$ cat config.mk
export PLATFORM = sky130hd
export DESIGN_NAME = ccpts_top
export DESIGN_NICKNAME = d
export VERILOG_FILES = /design/src/rtl/ccpts_pkg.sv /design/src/rtl/ccpts_unit_dec.sv /design/src/rtl/ccpts_top.sv
export SDC_FILE = /design/constraint.sdc
export NUM_CORES = 1
export LEC_CHECK = 0
export ABC_AREA = 1
export BUFFER_PORTS_ARGS = -buffer_cell sky130_fd_sc_hd__buf_4
export CORE_ASPECT_RATIO = 0.6
export CORE_MARGIN = 4
export CORE_UTILIZATION = 25
export CTS_CLUSTER_SIZE = 30
export DETAILED_ROUTE_END_ITERATION = 8
export PLACE_DENSITY_LB_ADDON = 0.05
export SLEW_MARGIN = 20
export SYNTH_ARGS = -nofsm -noshare
export SYNTH_HDL_FRONTEND = slang
export SYNTH_SLANG_ARGS = --single-unit
$ cat constraint.sdc
create_clock -name mclk -period 2.6 [get_ports mclk]
set_input_delay 0.13 -clock mclk [delete_from_list [all_inputs] [get_ports mclk]]
set_output_delay 0.13 -clock mclk [all_outputs]
set_load 0.03 [all_outputs]
$ cat src/rtl/ccpts_pkg.sv
// Purpose: constants and types of the capture/compare/pwm timer source select
// Assumes: one 10 MHz clock, synchronous active-high reset
// Notes:   shared by the top module and the per-unit decoder
//
// Overview of operation
// RULE1 - four 2-bit selectors packed in one byte
// RULE2 - capture/compare, selector low bit one: second 16-bit timer
// RULE3 - capture/compare, selector low bit zero: first 16-bit timer
// RULE4 - pwm, selector 10: third 8-bit period timer
// RULE5 - pwm, selector 01: second 8-bit period timer
// RULE6 - software avoids selector 11 in pwm
// RULE7 - pwm, selector 00: first 8-bit period timer
// RULE8 - unit mode field decides capture, compare or pwm
`default_nettype none

package ccpts_pkg;

  // widths
  localparam int unsigned NUM_UNITS = 4;     // units served by this register
  localparam int unsigned SEL_W     = 2;     // selector field width
  localparam int unsigned MODE_W    = 4;     // unit mode field width
  localparam int unsigned ADDR_W    = 8;     // register bus address width
  localparam int unsigned DATA_W    = 8;     // register bus data width
  localparam int unsigned T16_W     = 16;    // wide timer width
  localparam int unsigned T8_W      = 8;     // period timer width

  // register offsets
  localparam logic [7:0] OFS_SEL    = 8'h00;  // unit1_to_4_timer_source_select
  localparam logic [7:0] OFS_CLASS  = 8'h01;  // mode class of each unit
  localparam logic [7:0] OFS_SRC    = 8'h02;  // 16-bit choice and reserved flags

  // reset values
  localparam logic [7:0] SEL_RESET  = 8'h00;  // all units on their first timers

  // selector field positions (low bit of each field)
  localparam int unsigned UNIT1_SEL_LSB = 0;
  localparam int unsigned UNIT2_SEL_LSB = 2;
  localparam int unsigned UNIT3_SEL_LSB = 4;
  localparam int unsigned UNIT4_SEL_LSB = 6;

  // status field positions
  localparam int unsigned CLASS_PWM_LSB = 0;  // pwm flags, one per unit
  localparam int unsigned CLASS_CC_LSB  = 4;  // capture/compare flags
  localparam int unsigned SRC_SEC_LSB   = 0;  // second 16-bit timer in use
  localparam int unsigned SRC_RSV_LSB   = 4;  // sticky reserved-code flags

  // pwm selector codes
  localparam logic [1:0] PWM_SEL_FIRST  = 2'h0;
  localparam logic [1:0] PWM_SEL_SECOND = 2'h1;
  localparam logic [1:0] PWM_SEL_THIRD  = 2'h2;
  localparam logic [1:0] PWM_SEL_RSV    = 2'h3;

  // mode field codes
  localparam logic [3:0] MODE_OFF        = 4'h0;
  localparam logic [3:0] MODE_CMP_TOGGLE = 4'h2;

  // unit operating class
  typedef enum logic [2:0] {
    CCPTS_CLS_OFF,
    CCPTS_CLS_CAPTURE,
    CCPTS_CLS_COMPARE,
    CCPTS_CLS_PWM,
    CCPTS_CLS_RESERVED
  } ccpts_class_t;

endpackage

`default_nettype wire

$ cat src/rtl/ccpts_unit_dec.sv
// Purpose: per-unit decode of mode field and selector into a time source
// Assumes: purely combinational, same clock domain as the caller
// Notes:   one instance per unit, registered by the caller
`default_nettype none

module ccpts_unit_dec
  import ccpts_pkg::*;
(
  input  wire logic [ccpts_pkg::MODE_W-1:0] mode,
  input  wire logic [ccpts_pkg::SEL_W-1:0]  sel,
  output ccpts_pkg::ccpts_class_t           cls,
  output logic                              use_sec16,
  output logic [2:0]                        pwm_src,
  output logic                              pwm_rsv
);
  import ccpts_pkg::*;

  // mode field to operating class
  always_comb
  begin
    cls = CCPTS_CLS_RESERVED;
    if (mode == MODE_OFF)
    begin
      cls = CCPTS_CLS_OFF;
    end
    else if (mode[3:2] == 2'h1)
    begin
      // edge counts: falling, rising, every 4th, every 16th
      cls = CCPTS_CLS_CAPTURE; // RULE8
    end
    else if (mode[3:2] == 2'h2 || mode == MODE_CMP_TOGGLE)
    begin
      cls = CCPTS_CLS_COMPARE; // RULE8
    end
    else if (mode[3:2] == 2'h3)
    begin
      cls = CCPTS_CLS_PWM; // RULE8
    end
  end

  // selector to time source
  always_comb
  begin
    use_sec16 = 1'b0;
    pwm_src   = 3'h0;
    pwm_rsv   = 1'b0;
    case (cls)
      CCPTS_CLS_CAPTURE, CCPTS_CLS_COMPARE:
      begin
        // high bit is a don't-care here
        use_sec16 = sel[0]; // RULE2 RULE3
      end
      CCPTS_CLS_PWM:
      begin
        case (sel)
          PWM_SEL_FIRST:  pwm_src = 3'h1; // RULE7
          PWM_SEL_SECOND: pwm_src = 3'h2; // RULE5
          PWM_SEL_THIRD:  pwm_src = 3'h4; // RULE4
          default:        pwm_rsv = 1'b1; // RULE6
        endcase
      end
      default:
      begin
        use_sec16 = 1'b0;
      end
    endcase
  end

endmodule

`default_nettype wire

$ cat src/rtl/ccpts_top.sv
// Purpose: timer source selection for four capture/compare/pwm units
// Assumes: mode fields and timers arrive on mclk, no synchronising needed
// Notes:   time base outputs lag their inputs by one clock
`default_nettype none

module ccpts_top
  import ccpts_pkg::*;
(
  input  wire logic        mclk,
  input  wire logic        rst,
  // register port
  input  wire logic [7:0]  reg_addr,
  input  wire logic [7:0]  reg_wdata,
  input  wire logic        reg_wr,
  input  wire logic        reg_rd,
  output logic [7:0]       reg_rdata,
  // unit mode fields, unit n at bits 4n-1:4n-4
  input  wire logic [15:0] unit_mode,
  // timer values and period match pulses
  input  wire logic [15:0] first_16bit_timer,
  input  wire logic [15:0] second_16bit_timer,
  input  wire logic [7:0]  first_8bit_period_timer,
  input  wire logic [7:0]  second_8bit_period_timer,
  input  wire logic [7:0]  third_8bit_period_timer,
  input  wire logic [2:0]  period_match,
  // per-unit results, unit n at the n-th slice
  output logic [63:0]      unit_time_base,
  output logic [3:0]       unit_period_tick,
  output logic [3:0]       unit_pwm_rsv,
  output logic [7:0]       unit_timer_sel
);
  import ccpts_pkg::*;

  // whole state of the block
  typedef struct packed {
    logic [7:0]       sel;    // selector register
    logic [7:0]       rdata;  // read data, one cycle after strobe
    logic [3:0][15:0] tbase;  // registered time base per unit
    logic [3:0]       tick;   // registered period tick per unit
    logic [3:0]       rsv;    // sticky reserved-code flags
  } ccpts_state_t;

  ccpts_state_t s;            // present state
  ccpts_state_t next_s;       // next state

  // decoder results
  ccpts_class_t cls [NUM_UNITS];   // class per unit
  logic [3:0]   use_sec16;         // 16-bit timer choice
  logic [3:0]   pwm_rsv;           // reserved pwm code live
  logic [2:0]   pwm_src [NUM_UNITS]; // one-hot period timer
  logic [3:0]   is_pwm;            // unit runs pwm
  logic [3:0]   is_cc;             // unit runs capture/compare

  // gathered status bytes for reads
  logic [7:0]   class_byte;
  logic [7:0]   src_byte;

  // one decoder per unit
  generate
    for (genvar u = 0; u < NUM_UNITS; u++)
    begin : g_unit
      // each unit owns two adjacent selector bits
      ccpts_unit_dec u_dec (
        .mode      (unit_mode[MODE_W*u +: MODE_W]),
        .sel       (s.sel[SEL_W*u +: SEL_W]), // RULE1
        .cls       (cls[u]),
        .use_sec16 (use_sec16[u]),
        .pwm_src   (pwm_src[u]),
        .pwm_rsv   (pwm_rsv[u])
      );
      assign is_pwm[u] = (cls[u] == CCPTS_CLS_PWM);
      assign is_cc[u]  = (cls[u] == CCPTS_CLS_CAPTURE) ||
                         (cls[u] == CCPTS_CLS_COMPARE);
    end
  endgenerate

  // status bytes, two four-unit fields fill all eight bits of each byte
  // second-timer bits are gated by class so a pwm unit's low bit reads as zero
  always_comb
  begin
    class_byte = 8'h00;
    src_byte   = 8'h00;
    class_byte[CLASS_PWM_LSB +: 4] = is_pwm;
    class_byte[CLASS_CC_LSB +: 4]  = is_cc;
    src_byte[SRC_SEC_LSB +: 4]     = use_sec16 & is_cc;
    src_byte[SRC_RSV_LSB +: 4]     = s.rsv;
  end

  // next-state logic
  always_comb
  begin
    next_s = s;

    // selector write; whole byte, every bit writable
    if (reg_wr && reg_addr == OFS_SEL)
    begin
      next_s.sel = reg_wdata; // RULE1
    end

    // reserved flags: write one clears, a live hit wins over the clear
    if (reg_wr && reg_addr == OFS_SRC)
    begin
      next_s.rsv = s.rsv & ~reg_wdata[SRC_RSV_LSB +: 4];
    end
    next_s.rsv = next_s.rsv | pwm_rsv; // RULE6

    // read data stands only in the cycle after the strobe
    // zero outside that cycle lets a bus mux simply or its slaves together
    next_s.rdata = 8'h00;
    if (reg_rd)
    begin
      case (reg_addr)
        OFS_SEL:   next_s.rdata = s.sel;
        OFS_CLASS: next_s.rdata = class_byte;
        OFS_SRC:   next_s.rdata = src_byte;
        default:   next_s.rdata = 8'h00;  // unmapped reads zero
      endcase
    end

    // time base routing per unit
    // every unit defaults to zero so an idle unit never shows a stale timer
    for (int u = 0; u < NUM_UNITS; u++)
    begin
      next_s.tbase[u] = 16'h0000;
      next_s.tick[u]  = 1'b0;
      if (is_cc[u])
      begin
        // 16-bit timers carry no period tick
        if (use_sec16[u])
        begin
          next_s.tbase[u] = second_16bit_timer; // RULE2
        end
        else
        begin
          next_s.tbase[u] = first_16bit_timer; // RULE3
        end
      end
      else if (is_pwm[u])
      begin
        // one-hot source; reserved code leaves both zero
        case (pwm_src[u])
          3'h1:
          begin
            next_s.tbase[u] = {8'h00, first_8bit_period_timer}; // RULE7
            next_s.tick[u]  = period_match[0]; // RULE7
          end
          3'h2:
          begin
            next_s.tbase[u] = {8'h00, second_8bit_period_timer}; // RULE5
            next_s.tick[u]  = period_match[1]; // RULE5
          end
          3'h4:
          begin
            next_s.tbase[u] = {8'h00, third_8bit_period_timer}; // RULE4
            next_s.tick[u]  = period_match[2]; // RULE4
          end
          default:
          begin
            // no defined timer: hold the unit at zero
            next_s.tbase[u] = 16'h0000; // RULE6
          end
        endcase
      end
    end
  end

  // state register
  // one flop bank for the whole struct keeps reset in a single place
  always_ff @(posedge mclk)
  begin
    if (rst)
    begin
      s       <= '0;
      s.sel   <= SEL_RESET;
    end
    else
    begin
      s <= next_s;
    end
  end

  // outputs straight from flops
  assign reg_rdata        = s.rdata;
  assign unit_time_base   = s.tbase;
  assign unit_period_tick = s.tick;
  assign unit_pwm_rsv     = s.rsv;
  assign unit_timer_sel   = s.sel;

  generate
    for (genvar u = 0; u < NUM_UNITS; u++)
    begin : g_chk

    end
  endgenerate
endmodule

`default_nettype wire

==> impl_metrics.yaml <==
drt:
  route.detailed.wl_per_inst_um: 19.42
  drt_drc_violations_left: 0
  vias: 5084
  firstDrtPassIters: 8
  vias_per_cell: 4.783
  drt-total-wl_mm: 20.64
  drtIter0Drc: 461
  ant_nets: 0
flow_run:
  cap_violations: 0
synth:
  synth_nets: 745
  ys_seq_area_frac: 0.4002
  synth_cell_types: 24
  yosys_warnings: 0
  netlist_area_mm2: 0.004402
  synth.largest_area_cell: "dfxtp_1"
  synth_top_area_share: 0.4002
  ys_ff_latch: 88
  synthesis.instances: 650
  syn-mean-instance-area_um2: 6.772
  synth_edf_count: 0
  ys_async_sr_fraction: 0
  ys_top_cells_by_area: "dfxtp_1, nand2_1, nand3_1"
  synthTopCellsByCount: "nand2_1, dfxtp_1, nand3_1"
  ys.flop_type: "dfxtp_1"
  synth_most_common_cell: "nand2_1"
hold_path:
  hp-class: "in -> reg"
clocking:
  clock_path_buffers: 2
  cts_hold_buf: 0
  cts_sinks: 88
  root_buffer: "clkbuf_16"
  numCtsBuffers: 9
  cts_resized: 0
  post_cts.repair.setup_buffers: 0
  cts_tree: "built"
  cts_htree_levels: 3
  clkLatencyLatePin_ns: 0.35
  clk_pin_slew_ns: 0.07
floorplanning:
  die_y_um: 110.8
  num_rows: 37
  die_w_um: 179.3
  num_io_pins: 183
  dieArea_mm2: 0.01986
  core_mm2: 0.01722
  floorplan.initialDensity: 0.2556
place:
  io_buffers: 182
  gp_congestion: 0.9032
  place_hpwl_mm: 16.33
timing:
  skew_ns: 0.01058
  rsz0062_at_grt: "false"
  slew-limit-headroom: 0.4315
  drv_slew: 0
  tightest_slew_ns: 0.8438
  clock.fmax_mhz: 530.8
  whs_ns: 0.04422
  min_period_over_period: 0.7245
  setup_tns_ns: 0
  hold_violations: 0
  finalSetupViolCount: 0
  period_needed_ns: 1.884
power:
  p_switching_w: 0.001068
  switching_share: 0.3156
  p_leak_nw: 3.016
  p_total_w: 0.003383
  power_frac_seq: 0.425
  clkPwrFrac: 0.393
  p_comb_frac: 0.182
  p_int_w: 0.002315
  powerDensity_mw_per_mm2: 541.6
  peakVddDrop_uv: 326.6
setup_path:
  worst-endpoint-arrival_ns: 2.17
  required_ns: 2.88
  endpoint_kind: "register"
  path_class: "reg -> reg"
  crit_path_max_fanout: 19
  start_kind: "register"
cells_and_area:
  antenna_cells: 0
  final_util: 0.3627
  nFillCells: 1910
  syn_to_final_growth_pct: 41.90
  num-nets-final: 919
  drive_above_1_share: 0.2883
global_route:
  grt_overflow: 0
  grt_pass1_wl_mm: 30.05
  grt_use_total: 0.2009
  grt_pass1_vias: 4716
  antenna_found_initial: 1
  grt_max_degree: 25
status:
  status: "finished clean"
==> power by group through the flow <==
stage	logic (W)	registers (W)	clock network (W)
2_1_floorplan	0.000163	0.00158	0
3_3_place_gp	0.000614	0.00147	0
3_5_place_dp	0.000611	0.00147	0
4_1_cts	0.000613	0.00144	0.00136
5_1_grt	0.000661	0.00144	0.00140
6_report	0.000615	0.00144	0.00133
==> layout by cell type, fill, tap and decap left out, drive strengths merged <==
master	n
nor2	42
o211ai	16
nor3	8
a211oi	2
a21oi	44
buf	186
nand2	251
dfxtp	88
clkinv	5
nand3	61
o21ai	65
clkbuf	9
inv	51
and2b	1
==> through the flow <==
step | cell area [um2] | setup slack (ns) | instances
finish | 6246 | 0.7162 | 1063
global route | 6246 | 0.5046 | 1063
CTS | 6246 | 0.7157 | 1063
detailed placement | 5944 | 0.7260 | 1047
global placement | 5944 | 0.7905 | 1047
floorplan | 4402 | 1.275 | 650
==> path summary, 6_finish.rpt <==
kind | from | endpoint | slack [ns] | cells past startpoint
worst max-delay path | unit_timer_sel[0]$_SDFFE_PP0P_ | unit_time_base[5]$_SDFF_PP0_ | 0.72 | 6
worst min-delay path | second_16bit_timer[11] | unit_time_base[59]$_SDFF_PP0_ | 0.04 | 3
worst max register to register | unit_timer_sel[0]$_SDFFE_PP0P_ | unit_time_base[5]$_SDFF_PP0_ | 0.72 | 6
worst min register to register | unit_pwm_rsv[0]$_SDFF_PP0_ | unit_pwm_rsv[0]$_SDFF_PP0_ | 0.49 | 2
==> kinds of logic after synthesis <==
logic type / share of synthesized area
DFF: 0.4002
and+or+nand+nor: 0.3673
AOI/OAI and AO/OA: 0.1569
buffers and inverters: 0.07561
==> critical path, cell delays in order, from the launching register on <==
cell,delay (ns)
dfxtp_1,0.69
inv_2,0.30
nor3_4,0.50
nand2_1,0.10
nand3_1,0.09
nand2_1,0.05
nand2_1,0.08
==> layout make-up <==
cell class | count | area [um2] | area share
Sequential cell | 88 | 1762 | 0.2821
Tap cell | 234 | 292.8 | 0.04688
Timing Repair Buffer | 186 | 1396 | 0.2236
Clock inverter | 7 | 76.32 | 0.01222
Clock buffer | 9 | 225.2 | 0.03606
Inverter | 49 | 186.4 | 0.02985
Multi-Input combinational cell | 490 | 2307 | 0.3694
==> routing by layer <==
layer	track usage	part of all wire	up-vias	routed length, um
met3	0.08793	0.13	14	2584
li1	-	-	2461	-
met2	0.2324	0.35	269	7162
met4	0.02890	0.0045	2	93
met1	0.3308	0.52	2338	10790
met5	0	0.00053	-	11
==> state kept, by name, summed over array words and instances (netlist names) <==
name and count:
unit_time_base 64, reg_rdata 8, unit_timer_sel 8, unit_period_tick 4, unit_pwm_rsv 4
No activity file was read; power rests on OpenSTA's default activity.
